**src/verilog/mvsp_pkg.sv**
```systemverilog
// package: constants, types and stepping helpers for the motion-vector surface port
package mvsp_pkg;
    // ========== register map (byte addresses)
    localparam logic [11:0] OFF_PARM = 12'h000;
    localparam logic [11:0] OFF_LEFT = 12'h004;
    localparam logic [11:0] OFF_POS = 12'h008;
    localparam logic [11:0] OFF_STAT = 12'h00c;
    localparam logic [11:0] OFF_CMD = 12'h010;
    localparam logic [2:0] STAGE_SEL = 3'h1;
    localparam logic [1:0] RESULT_SEL = 2'h1;
    // ========== fields
    localparam int STAT_RD_DONE = 5;
    localparam int STAT_OUT_FULL = 6;
    localparam int STAT_GATHER = 7;
    localparam int CMD_SUB_LSB = 5;
    localparam logic [4:0] OP_WRITE = 5'h0a;
    localparam logic [4:0] OP_READ = 5'h09;
    localparam logic [2:0] SUBOP_MV = 3'h1;
    localparam int MV_Y_LSB = 14;
    localparam int AUX_LSB = 26;
    // ========== sizes and timing counts
    localparam logic [3:0] MB_LAST = 4'hf;
    localparam logic [4:0] PAIR_LAST = 5'h1f;
    localparam logic [1:0] PF_DEPTH = 2'h2;
    localparam logic [4:0] GATHER_END = 5'h10;
    localparam logic [4:0] SUBMIT_CYC = 5'h11;
    localparam logic [5:0] RD_MIN_CYC = 6'h25;
    // ========== reset values
    localparam logic [8:0] PARM_RST = 9'h000;
    localparam logic [28:0] RDPOS_RST = 29'h0;

    typedef struct packed {
        logic prog;
        logic [7:0] width;
    } mvsp_parm_t;

    typedef struct packed {
        logic pass;
        logic [11:0] pos;
        logic [7:0] lines;
        logic [7:0] left;
    } mvsp_rdpos_t;

    typedef enum logic [1:0] {
        RD_IDLE = 2'b00,
        RD_WAIT = 2'b01,
        RD_COPY = 2'b11,
        RD_HOLD = 2'b10
    } mvsp_rdst_t;

    // advance the read position by one pair, wrapping lines and passes
    function automatic mvsp_rdpos_t mvsp_step(mvsp_rdpos_t s, mvsp_parm_t p);
        mvsp_rdpos_t n;
        n = s;
        n.left = s.left - 8'h01;
        n.pos = s.pos + 12'h001;
        if (n.left == 8'h00) begin
            n.left = p.width;
            if (p.prog && !s.pass) begin
                n.pass = 1'b1;
                n.pos = n.pos - {4'h0, p.width};
            end else begin
                n.pass = 1'b0;
                n.lines = s.lines - 8'h01;
            end
        end
        return n;
    endfunction
endpackage

```
**src/verilog/mvsp_top.sv**
```systemverilog
// motion-vector surface port: prefetching pair reader and gathering macroblock writer
//
// Behaviour
// - a pair read fetches at position, count-in-line minus one, position plus one
// - count-in-line reaching zero reloads from the line width
// - progressive line end on first pass: set pass, step position back a width
// - interlaced or second pass line end: clear pass, lines left minus one
// - with either count zero a read fails and changes no read register
// - two-pair prefetch buffer, filling whenever both counts are nonzero
// - write-only staging space of 128 cells, 16 bits, sparsely implemented
// - staging layout: x, y, zero flag per subpartition; id per partition; flags, scheme shared
// - ignored address fields alias onto one stored datum
// - read-only result space of 256 cells, per macroblock base, sign-extended vectors
// - write gathers per partitioning scheme, duplicating coarse partitions
// - writes while the output buffer is full are ignored
// - gather bit set end of cycle 1, cleared end of cycle 17
// - a write that fills the buffer sets full together with gather
// - packed word layout: x low, y from 14, aux bits from 26
// - write instruction submits to the output queue in 18 cycles
// - read instruction fetches a pair, at least 37 cycles, unbounded
// - read-done cleared in cycle 1, set once the pair is stored
// - failed read never sets read-done; read-done is zero after reset
// - parameter register: width bits 0-7, progressive bit 8
// - remaining register: pairs left bits 0-7, lines left bits 8-15
// - position register: pair index bits 0-11, pass flag bit 12
//
// Register access over APB and the register offsets were decided locally.
`timescale 1ns/1ns
module mvsp_top
    import mvsp_pkg::*;
(
    input wire logic core_clk,
    input wire logic rstn,
    input wire logic psel,
    input wire logic penable,
    input wire logic pwrite,
    input wire logic [11:0] paddr,
    input wire logic [31:0] pwdata,
    output logic [31:0] prdata,
    output logic pready,
    output logic pslverr,
    output logic mem_rd_req,
    output logic [11:0] mem_rd_pair_addr,
    input wire logic mem_rd_ack,
    input wire logic mem_rd_valid,
    input wire logic [31:0] mem_rd_data,
    output logic mem_wr_valid,
    output logic [31:0] mem_wr_data,
    output logic mem_wr_last,
    input wire logic mem_wr_ready
);
    import mvsp_pkg::*;

    // ==================== declarations
    mvsp_parm_t parm_reg;
    mvsp_rdpos_t rdpos_reg;
    mvsp_rdpos_t fpos_reg;
    mvsp_rdst_t rd_state_reg;
    logic load_pend_reg;
    logic in_flight_reg;
    logic [4:0] fidx_reg;
    logic [31:0] pf_mem [0:63];
    logic pf_head_reg;
    logic pf_tail_reg;
    logic [1:0] pf_cnt_reg;
    logic [31:0] res_words [0:31];
    logic [4:0] cidx_reg;
    logic [5:0] rcnt_reg;
    logic rd_done_reg;
    logic [13:0] stg_x [0:15];
    logic [11:0] stg_y [0:15];
    logic [15:0] stg_zero_reg;
    logic [4:0] stg_rpi [0:3];
    logic [1:0] stg_flags_reg;
    logic [9:0] stg_part_reg;
    logic [31:0] out_words [0:15];
    logic [4:0] gcnt_reg;
    logic gather_reg;
    logic out_full_reg;
    logic [3:0] oidx_reg;
    logic apb_acc;
    logic apb_wr;
    logic cmd_write;
    logic cmd_read;
    logic rd_finish;
    logic push;
    logic counts_ok;
    logic [6:0] scell;

    // ==================== helpers
    // partition lookup swaps the two mode bits, giving a mask of the index bits kept distinct (cleared bits are shared)
    function automatic logic [3:0] sub_mask(logic [9:0] part, logic [1:0] pidx);
        logic [1:0] sp;
        sp = part[2*pidx+2 +: 2];
        return {part[0], part[1], sp[0], sp[1]};
    endfunction

    // build packed word w of the macroblock from staging cells
    function automatic logic [31:0] gather_word(logic [3:0] w);
        logic [3:0] m;
        logic [3:0] msp;
        logic [31:0] r;
        m = sub_mask(stg_part_reg, w[3:2]);
        msp = w & m;
        r = '0;
        r[13:0] = stg_x[msp];
        r[MV_Y_LSB +: 12] = stg_y[msp];
        if (w[1:0] == 2'h0) begin
            r[AUX_LSB +: 5] = stg_rpi[w[3:2] & m[3:2]];
        end else if (w[1:0] == 2'h1) begin
            for (int k = 0; k < 4; k++) begin
                r[AUX_LSB+k] = stg_zero_reg[{w[3:2], 2'(k)} & m];
            end
        end else if (w == MB_LAST) begin
            r[AUX_LSB +: 2] = stg_flags_reg;
        end
        return r;
    endfunction

    // decode one result cell; ignored fields simply drop out of the index
    function automatic logic [15:0] result_cell(logic [7:0] a);
        logic [4:0] b;
        logic [31:0] wd;
        logic [15:0] r;
        b = {a[7], a[6:3]};
        r = '0;
        unique case (a[2:0])
            3'h0: begin
                wd = res_words[b];
                r = {{2{wd[13]}}, wd[13:0]};
            end
            3'h1: begin
                wd = res_words[b];
                r = {{4{wd[25]}}, wd[25:14]};
            end
            3'h2: begin
                wd = res_words[{a[7], a[6:5], 2'h0}];
                r = {11'h0, wd[30:26]};
            end
            3'h3: begin
                wd = res_words[{a[7], a[6:5], 2'h1}];
                r = {15'h0, wd[AUX_LSB + a[4:3]]};
            end
            default: begin
                wd = res_words[{a[7], MB_LAST}];
                r = {14'h0, wd[27:26]};
            end
        endcase
        return r;
    endfunction

    // ==================== apb slave
    assign apb_acc = psel && penable && pready;
    assign apb_wr = apb_acc && pwrite;
    assign cmd_write = apb_wr && paddr == OFF_CMD && pwdata[4:0] == OP_WRITE
        && pwdata[CMD_SUB_LSB +: 3] == SUBOP_MV;
    assign cmd_read = apb_wr && paddr == OFF_CMD && pwdata[4:0] == OP_READ
        && pwdata[CMD_SUB_LSB +: 3] == SUBOP_MV;
    assign scell = paddr[8:2];

    // one wait state; read data and error are captured with pready
    always_ff @(posedge core_clk or negedge rstn) begin
        if (!rstn) begin
            pready <= 1'b0;
            prdata <= '0;
            pslverr <= 1'b0;
        end else begin
            pready <= psel && penable && !pready;
            pslverr <= 1'b0;
            prdata <= '0;
            if (psel && penable && !pready) begin
                if (paddr[11:9] == STAGE_SEL) begin
                    prdata <= '0;
                end else if (paddr[11:10] == RESULT_SEL) begin
                    prdata <= {16'h0, result_cell(paddr[9:2])};
                end else begin
                    unique case (paddr)
                        OFF_PARM: prdata <= {23'h0, parm_reg};
                        OFF_LEFT: prdata <= {16'h0, rdpos_reg.lines, rdpos_reg.left};
                        OFF_POS: prdata <= {19'h0, rdpos_reg.pass, rdpos_reg.pos};
                        OFF_STAT: prdata <= {24'h0, gather_reg, out_full_reg, rd_done_reg, 5'h0};
                        OFF_CMD: prdata <= '0;
                        default: pslverr <= 1'b1;
                    endcase
                end
            end
        end
    end

    // ==================== read-side registers
    assign counts_ok = rdpos_reg.left != 8'h00 && rdpos_reg.lines != 8'h00;
    assign rd_finish = rd_state_reg == RD_HOLD && rcnt_reg >= RD_MIN_CYC - 6'h01;

    // software writes win; hardware steps only when a read completes
    always_ff @(posedge core_clk or negedge rstn) begin
        if (!rstn) begin
            parm_reg <= PARM_RST;
            rdpos_reg <= RDPOS_RST;
        end else if (apb_wr && paddr == OFF_PARM) begin
            parm_reg <= pwdata[8:0];
        end else if (apb_wr && paddr == OFF_LEFT) begin
            rdpos_reg.lines <= pwdata[15:8];
            rdpos_reg.left <= pwdata[7:0];
        end else if (apb_wr && paddr == OFF_POS) begin
            rdpos_reg.pass <= pwdata[12];
            rdpos_reg.pos <= pwdata[11:0];
        end else if (rd_finish) begin
            rdpos_reg <= mvsp_step(rdpos_reg, parm_reg);
        end
    end

    // ==================== prefetch
    // fetch position runs ahead of the visible one; any setup write resyncs it
    assign push = mem_rd_valid && in_flight_reg && fidx_reg == PAIR_LAST;

    always_ff @(posedge core_clk or negedge rstn) begin
        if (!rstn) begin
            load_pend_reg <= 1'b0;
            fpos_reg <= RDPOS_RST;
            mem_rd_req <= 1'b0;
            mem_rd_pair_addr <= '0;
            in_flight_reg <= 1'b0;
        end else begin
            load_pend_reg <= apb_wr && (paddr == OFF_PARM || paddr == OFF_LEFT || paddr == OFF_POS);
            if (load_pend_reg) begin
                fpos_reg <= rdpos_reg;
            end else if (mem_rd_req && mem_rd_ack) begin
                fpos_reg <= mvsp_step(fpos_reg, parm_reg);
            end
            if (mem_rd_req && mem_rd_ack) begin
                mem_rd_req <= 1'b0;
                in_flight_reg <= 1'b1;
            end else if (!mem_rd_req && !in_flight_reg && !load_pend_reg && pf_cnt_reg < PF_DEPTH
                    && fpos_reg.left != 8'h00 && fpos_reg.lines != 8'h00) begin
                mem_rd_req <= 1'b1;
                mem_rd_pair_addr <= fpos_reg.pos;
            end
            if (push) begin
                in_flight_reg <= 1'b0;
            end
        end
    end

    // pair words arrive one per valid, top macroblock first
    always_ff @(posedge core_clk or negedge rstn) begin
        if (!rstn) begin
            fidx_reg <= '0;
            pf_tail_reg <= 1'b0;
            pf_head_reg <= 1'b0;
            pf_cnt_reg <= '0;
        end else begin
            if (mem_rd_valid && in_flight_reg) begin
                pf_mem[{pf_tail_reg, fidx_reg}] <= mem_rd_data;
                fidx_reg <= fidx_reg + 5'h01;
            end
            if (load_pend_reg) begin
                pf_cnt_reg <= '0;
                pf_head_reg <= pf_tail_reg ^ push;
            end else begin
                pf_cnt_reg <= pf_cnt_reg + {1'b0, push} - {1'b0, rd_finish};
                if (rd_finish) begin
                    pf_head_reg <= ~pf_head_reg;
                end
            end
            if (push) begin
                pf_tail_reg <= ~pf_tail_reg;
            end
        end
    end

    // ==================== read instruction
    // a short wait is padded so completion never comes sooner than the minimum
    always_ff @(posedge core_clk or negedge rstn) begin
        if (!rstn) begin
            rd_state_reg <= RD_IDLE;
            rcnt_reg <= '0;
            cidx_reg <= '0;
            rd_done_reg <= 1'b0;
        end else begin
            if (rd_state_reg != RD_IDLE && rcnt_reg != 6'h3f) begin
                rcnt_reg <= rcnt_reg + 6'h01;
            end
            unique case (rd_state_reg)
                RD_IDLE: begin
                    if (cmd_read) begin
                        rd_done_reg <= 1'b0;
                        rcnt_reg <= 6'h01;
                        if (counts_ok) begin
                            rd_state_reg <= RD_WAIT;
                        end
                    end
                end
                RD_WAIT: begin
                    cidx_reg <= '0;
                    if (pf_cnt_reg != 2'h0 && !load_pend_reg) begin
                        rd_state_reg <= RD_COPY;
                    end
                end
                RD_COPY: begin
                    res_words[cidx_reg] <= pf_mem[{pf_head_reg, cidx_reg}];
                    cidx_reg <= cidx_reg + 5'h01;
                    if (cidx_reg == PAIR_LAST) begin
                        rd_state_reg <= RD_HOLD;
                    end
                end
                RD_HOLD: begin
                    if (rd_finish) begin
                        rd_done_reg <= 1'b1;
                        rd_state_reg <= RD_IDLE;
                    end
                end
            endcase
        end
    end

    // ==================== staging cells
    // only implemented cells store; the rest of the space is dropped
    always_ff @(posedge core_clk or negedge rstn) begin
        if (!rstn) begin
            for (int i = 0; i < 16; i++) begin
                stg_x[i] <= '0;
                stg_y[i] <= '0;
            end
            for (int i = 0; i < 4; i++) begin
                stg_rpi[i] <= '0;
            end
            stg_zero_reg <= '0;
            stg_flags_reg <= '0;
            stg_part_reg <= '0;
        end else if (apb_wr && paddr[11:9] == STAGE_SEL) begin
            unique case (scell[2:0])
                3'h0: stg_x[scell[6:3]] <= pwdata[13:0];
                3'h1: stg_y[scell[6:3]] <= pwdata[11:0];
                3'h2: stg_rpi[scell[6:5]] <= pwdata[4:0];
                3'h3: stg_zero_reg[scell[6:3]] <= pwdata[0];
                3'h4: begin
                    if (scell[4:3] == 2'h0) begin
                        stg_flags_reg <= pwdata[1:0];
                    end
                end
                3'h5: begin
                    if (scell[4:3] == 2'h0) begin
                        stg_part_reg <= pwdata[9:0];
                    end
                end
                default: begin
                end
            endcase
        end
    end

    // ==================== write instruction and output queue
    // single-macroblock queue, so every accepted write fills it
    always_ff @(posedge core_clk or negedge rstn) begin
        if (!rstn) begin
            gcnt_reg <= '0;
            gather_reg <= 1'b0;
            out_full_reg <= 1'b0;
            oidx_reg <= '0;
            mem_wr_valid <= 1'b0;
            mem_wr_data <= '0;
            mem_wr_last <= 1'b0;
        end else begin
            if (gcnt_reg == 5'h00) begin
                if (cmd_write && !out_full_reg) begin
                    gcnt_reg <= 5'h01;
                    gather_reg <= 1'b1;
                    out_full_reg <= 1'b1;
                end
            end else if (gcnt_reg <= GATHER_END) begin
                out_words[4'(gcnt_reg - 5'h01)] <= gather_word(4'(gcnt_reg - 5'h01));
                gcnt_reg <= gcnt_reg + 5'h01;
                if (gcnt_reg == GATHER_END) begin
                    gather_reg <= 1'b0;
                end
            end else if (gcnt_reg == SUBMIT_CYC) begin
                gcnt_reg <= '0;
                mem_wr_valid <= 1'b1;
                mem_wr_data <= out_words[0];
                mem_wr_last <= 1'b0;
                oidx_reg <= '0;
            end
            if (mem_wr_valid && mem_wr_ready) begin
                if (oidx_reg == MB_LAST) begin
                    mem_wr_valid <= 1'b0;
                    mem_wr_last <= 1'b0;
                    out_full_reg <= 1'b0;
                end else begin
                    oidx_reg <= oidx_reg + 4'h1;
                    mem_wr_data <= out_words[oidx_reg + 4'h1];
                    mem_wr_last <= oidx_reg + 4'h1 == MB_LAST;
                end
            end
        end
    end
endmodule

```
**config.mk**
```make
export PLATFORM = sky130hd
export DESIGN_NAME = mvsp_top
export DESIGN_NICKNAME = d
export VERILOG_FILES = /design/src/verilog/mvsp_pkg.sv /design/src/verilog/mvsp_top.sv
export SDC_FILE = /design/constraint.sdc
export NUM_CORES = 2
export LEC_CHECK = 0
export BUFFER_PORTS_ARGS = -buffer_cell sky130_fd_sc_hd__buf_4
export CAP_MARGIN = 20
export CORE_MARGIN = 1.5
export CORE_UTILIZATION = 35
export CTS_BUF_LIST = sky130_fd_sc_hd__clkbuf_2
export CTS_CLUSTER_DIAMETER = 200
export DETAILED_ROUTE_END_ITERATION = 16
export HOLD_SLACK_MARGIN = 0.1
export PLACE_DENSITY = 0.47
export SLEW_MARGIN = 40
export SYNTH_ARGS = -nofsm -noshare
export SYNTH_HDL_FRONTEND = slang
export SYNTH_SLANG_ARGS = --single-unit
```
**constraint.sdc**
```tcl
create_clock -name core_clk -period 6.4 [get_ports core_clk]
set_clock_uncertainty 0.1 [all_clocks]
set_input_delay 0.64 -clock core_clk [delete_from_list [all_inputs] [get_ports core_clk]]
set_output_delay 0.64 -clock core_clk [all_outputs]
set_load 0.02 [all_outputs]
```
### Word level (Yosys, flattened, before mapping)

Memories as Yosys holds them, arrays and structs flattened.
Index checks and enable logic that the tools add are counted.

| word-level totals | value |
|---|---|
| flip-flop bits (word level) | 648 |
| latch bits | 0 |
| RAM bits | 3568 |
| memory bits (read-only) | 0 |
| input port bits | 84 |
| word-level logic and storage cells | 377 |
| memories | 3 |

| operators by class | value |
|---|---|
| $add $sub $neg | 18 |
| $mul | 0 |
| div/mod/pow operators | 0 |
| magnitude comparators | 16 |
| equality and inequality tests | 37 |
| shift-type cells | 1 |
| muxes and demuxes | 122 |
| bitwise logic cells | 16 |
| reduce and logical (&&, ||, !) cells | 93 |

Memory list:

| memory | depth | bits a word | read ports | clocked after Yosys merged registers in | write ports | line | RTL |
|---|---|---|---|---|---|---|---|
| pf_mem | 64 | 32 | 1 | 0 | 1 | mvsp_top.sv:62 | `logic [31:0] pf_mem [0:63];` |
| res_words | 32 | 32 | 4 | 0 | 1 | mvsp_top.sv:66 | `logic [31:0] res_words [0:31];` |
| out_words | 16 | 31 | 2 | 0 | 1 | mvsp_top.sv:76 | `logic [31:0] out_words [0:15];` |

Operator list:

| operator | number |
|---|---|
| $bwmux 224 | 1 |
| $mux 32 | 7 |
| $bwmux 192 | 1 |
| $mux 29 | 5 |
| $pmux 16 s4 | 2 |
| $mux 12 | 5 |
| $bmux 14 s4 | 1 |
| $demux 14 s4 | 1 |
| $bmux 12 s4 | 1 |
| $demux 12 s4 | 1 |
| $mux 1 | 48 |
| $mux 16 | 3 |
| $mux 14 | 3 |
| $logic_and 1x1->1 | 36 |
| $mux 5 | 7 |
| $mux 4 | 8 |
| $reduce_bool 2->1 | 16 |
| $reduce_bool 8->1 | 4 |
| $sub 8x1->8 const B | 4 |
| $lt 4x5->1 const B | 5 |
| $add 12x1->12 const B | 2 |
| $eq 12x4->1 const B | 2 |
| $reduce_and 3->1 | 8 |
| $sub 12x8->12 | 2 |
| other kinds (63) | 130 |

### Depth between registers and ports, before layout

| depth | value |
|---|---|
| depth after elaboration | 11 |
| mapped depth | 12 |
| mapped depth without buffers | 12 |

### Worst setup path after synthesis

Ideal clock, no wire load.

| timing path | value |
|---|---|
| kind | register -> register |
| from | register cidx_reg[3] |
| to | memory res_words[24][0], enable pin |
| arrival time | 3879 ps |
| slack | 1963 ps |
| stages on the path, launching flop included | 7 |
| path buffers | 4 |
| period minus slack after synthesis | 4437 ps |
| cells stage by stage | dfrtp_1 -> clkbuf_1 -> clkbuf_1 -> buf_1 -> clkbuf_1 -> nand2_1 -> nor3_1 |

RTL lines:

| element | line | RTL |
|---|---|---|
| start: declaration | mvsp_top.sv:67 | `logic [4:0] cidx_reg;` |
| start signal: assignment | mvsp_top.sv:301 | `cidx_reg <= cidx_reg + 5'h01;` |
| end: declaration | mvsp_top.sv:66 |  |

Straight into the memory's write port.

### Worst setup path in the final report

| timing path | value |
|---|---|
| from | input paddr[10] |
| to | register stg_x[166] (netlist name) |

| on the way | value |
|---|---|
| longest elaborated chain between the ends | 3 |

RTL lines:

| element | line | RTL |
|---|---|---|
| start: declaration | mvsp_top.sv:37 | `input wire logic [11:0] paddr,` |
| $eq 3x1->1 | mvsp_top.sv:330 | `end else if (apb_wr && paddr[11:9] == STAGE_SEL) begin` |
| $logic_and 1x1->1 | mvsp_top.sv:330 |  |
| $reduce_and 2->1 (no source line) | -- |  |
| end signal: indexed assignment | mvsp_top.sv:332 | `3'h0: stg_x[scell[6:3]] <= pwdata[13:0];` |
| end: declaration | mvsp_top.sv:70 | `logic [13:0] stg_x [0:15];` |

No other way between the ends.
A chain may end at the register's enable or synchronous reset.

==> reports/qor.csv <==
stage,metric,value,unit
run_status,status,completed,
routing,Avg Vias per Cell,5.36,
floorplanning,CORE AREA,456000,um2
pwr,Pleak,65.8,nW
sta,fin crit share,89.9,%
setup_path,Max stage delay on crit path,0.93,ns
sta,worst setup margin,0.648,ns
clocking,Num CTS Buffers,1153,
global_routing,Total GRT Usage,21.2,%
floorplanning,row count,248,
routing,# DRC,0,
clocking,CTS tree,built,
routing,WL final,489000,um
sta,Worst slew margin,27.7,%
sta,Final min period,5.75,ns
sta,max frequency,0.174,GHz
yosys,synthesized area,160000,um2
sta,Worst Tran Pin Value,1.08,ns
pwr,Clk pwr share,28.7,%
pwr,Gate power share,21.1,%
cells_and_area,fin area,185000,um2
routing,vias,89600,
global_routing,largest net degree at the start of global routing,141,
place,Placed Cells,14500,
place,post-DP HPWL,281000,um
cells_and_area,"most common cell after layout, fill and taps aside",edfxtp_1,
floorplanning,die area,462000,um2
cells_and_area,post-layout util,40.6,%
place,Place WS,1.40,ns
setup_path,critical path launch point type,input pin,
run,max_cap viols,0,
setup_path,reg-to-reg critical path endpoint,stg_y[49],
setup_path,"critical path, cell by cell",dlygate4sd3_1 > dlygate4sd3_1 > buf_4 > dlygate4sd3_1 > nor2_2 > dlygate4sd3_1 > nand3_1 > dlygate4sd3_1 > dlygate4sd3_1 > nor2_2 > dlygate4sd3_1 > nand3_1 > dlygate4sd3_1 > buf_4 > mux2_1 > dlygate4sd3_1,
floorplanning,Initial Util,35.1,%
place,port bufs,131,
sta,max-slew violations,0,
setup_path,CP Class,input pin to flop,
sta,"Hold Vio Cnt, Final",0,
hold_path,WHS Path Cells,2,
clocking,CTS resizes,0,
setup_path,"Data required, critical path",8.47,ns
yosys,Syn Area/Cell,18.9,um2
place,Post-Place Cell Area,172000,um2
cells_and_area,ratio of cells with drive above 1 in the final layout,36.2,%
setup_path,Worst R2R Setup Slack,0.94,ns
setup_path,critical-path maximum fanout,14,
cells_and_area,# nets final,10100,
setup_path,"Arr. time, crit path",7.82,ns
global_routing,vias in the first global route,94800,
routing,"antenna viol nets, final",0,
floorplanning,IO Pins,165,
routing,First-pass DRT Iterations,6,
pwr,PwrDens,329,nW/um2
floorplanning,chip width,679,um
yosys,"Distinct cells, synth",74,
pwr,net load switching power,19.0,mW
global_routing,total global routing overflow,0,
yosys,Post-synth EDFFs,3388,
cells_and_area,"Area growth, synth to finish",15.6,%
hold_path,Worst Hold End,mem_wr_data[2],
setup_path,slowest CP cell,dlygate4sd3_1,
cells_and_area,fin cells,16700,
place,GPL Wtd Cong,0.799,
sta,Sum Neg Setup Slack,0,ns
yosys,Post-Synthesis Cells,8492,
yosys,"Seq/Total Area, Yosys",73.4,%
clocking,Skew-Pair Late Insertion Delay,2.33,ns
clocking,Root Driver,clkbuf_2,
yosys,predominant post-synthesis flop cell,edfxtp_1,
floorplanning,die height,679,um
global_routing,antenna violations before repair,27,
hold_path,Worst Hold Class,flop to flop,
setup_path,r2r worst-path depth,11,
clocking,buffer levels on the longest clock path,5,
cells_and_area,FILL cells,41600,
clocking,Clock transition at path regs,0.10,ns
global_routing,first-pass GRT wire length,692000,um
hold_path,hold wc startpoint,out_words[0][2],
clocking,H-tree levels,7,
routing,Wirelength per Cell,29.3,um
cells_and_area,largest registers,"pf_mem (1984), res_words (908), out_words (496)",
routing,Initial DRC Count,7563,
sta,RSZ-0062 raised after global routing,no,
sta,setup violators final,0,
pwr,Internal,42.0,mW
yosys,yosys warns,0,
setup_path,Setup crit end kind,flop,
cells_and_area,most frequent cells in the layout,"edfxtp_1, clkbuf_2, mux4_2, nand2_1, dfrtp_1",
yosys,synthesized flop and latch total,4020,
clocking,clock net sink count,4020,
yosys,Async SR Flop Fraction,15.7,%
pwr,maximum vdd drop,0.000348,V
cells_and_area,Largest Register,pf_mem,
pwr,Sw Share,31.2,%
setup_path,worst reg2reg path startpoint,pready,
pwr,share of power burned in registers,50.2,%
cells_and_area,max FFs per register,1984,
setup_path,cell repeated most along the worst path,dlygate4sd3_1,
## per-stage QoR
| step | power, mW | hold WS [ns] |
|---|---|---|
| after global placement | 43.8 | 0.363 |
| after CTS | 62.0 | 0.102 |
| after detailed placement | 44.1 | 0.373 |
| final | 61.0 | 0.376 |
| after floorplan | 38.5 | 0.244 |
| after global routing | 63.9 | 0.263 |
## Yosys cell counts (all sizes together), types with 42 or more instances
library cell | instances | share of area [%]
edfxtp | 3388 | 64
mux2 | 489 | 3.4
nand3 | 261 | 0.82
mux2i | 120 | 0.75
nand4 | 89 | 0.35
clkbuf | 286 | 0.67
inv | 42 | 0.098
buf | 263 | 0.85
nor3 | 53 | 0.17
a21oi | 213 | 0.67
dfrtp | 632 | 9.9
nand2 | 701 | 1.6
ha | 50 | 0.39
a22oi | 81 | 0.38
o21ai | 165 | 0.52
nor2 | 296 | 0.70
mux4 | 925 | 13
## worst max-delay path by stage
stage / start / to / depth (start not counted)
floorplan: cidx_reg[3] / res_words[24][0] / 6
global placement: gcnt_reg[0] / out_words[13][13] / 12
detailed placement: gcnt_reg[0] / out_words[12][13] / 12
CTS: paddr[10] / stg_x[195] / 15
global route: paddr[10] / stg_x[166] / 16
finish: paddr[10] / stg_x[166] / 16
## layout make-up
| type | instances | area, um2 | area share, % |
|---|---|---|---|
| Antenna cell | 31 | 77.6 | 0.0419 |
| Clock buffer | 1652 | 8270 | 4.46 |
| Clock inverter | 191 | 787 | 0.425 |
| Inverter | 44 | 165 | 0.0892 |
| Multi-Input combinational cell | 3894 | 41400 | 22.4 |
| Sequential cell | 4020 | 118000 | 63.5 |
| Tap cell | 6000 | 7510 | 4.05 |
| Timing Repair Buffer | 879 | 9430 | 5.09 |
## repair_timing
| item | 4_1_cts | 5_1_grt |
|---|---|---|
| buffers inserted | 0 | 0 |
| hold endpoints to repair | 6482 | 25 |
| hold buffers | 334 | 3 |
## cell families after synthesis
| group | after synthesis | share of synthesized area [%] |
|---|---|---|
| flip-flops | 4020 | 73.4 |
| multiplexers | 1534 | 17.2 |
| AND/OR/NAND/NOR | 1529 | 4.23 |
| AO/OA/AOI/OAI | 698 | 2.77 |
| buffers and inverters | 593 | 1.63 |
| XOR/XNOR | 65 | 0.365 |
| adder cells (fa/ha/maj) | 52 | 0.416 |
| other | 1 | 0.00234 |
## worst max-delay path: cells and delay by family
kind | cells | cell delay [ns]
and+or+nand+nor | 4 | 0.65
buffers and inverters | 11 | 6.17
muxes | 1 | 0.33
## power groups by stage
stage                     registers, mW  clock network (mW)  logic, mW
after floorplan                    31.0                   0       7.49
after global placement             31.2                   0       12.6
after detailed placement           31.2                   0       12.9
after CTS                          30.6                18.3       13.1
after global routing               30.7                19.5       13.7
final                              30.6                17.5       12.9
## layer usage
layer  track usage, %  up-vias  part of all wire, %
met2             36.2     2957                   51
met3             3.92      890                  4.8
li1                 -    37700                    -
met1             26.8    48000                   41
met5                0        -                    0
met4             7.97        0                  3.0
No activity file was read; power rests on OpenSTA's default activity.
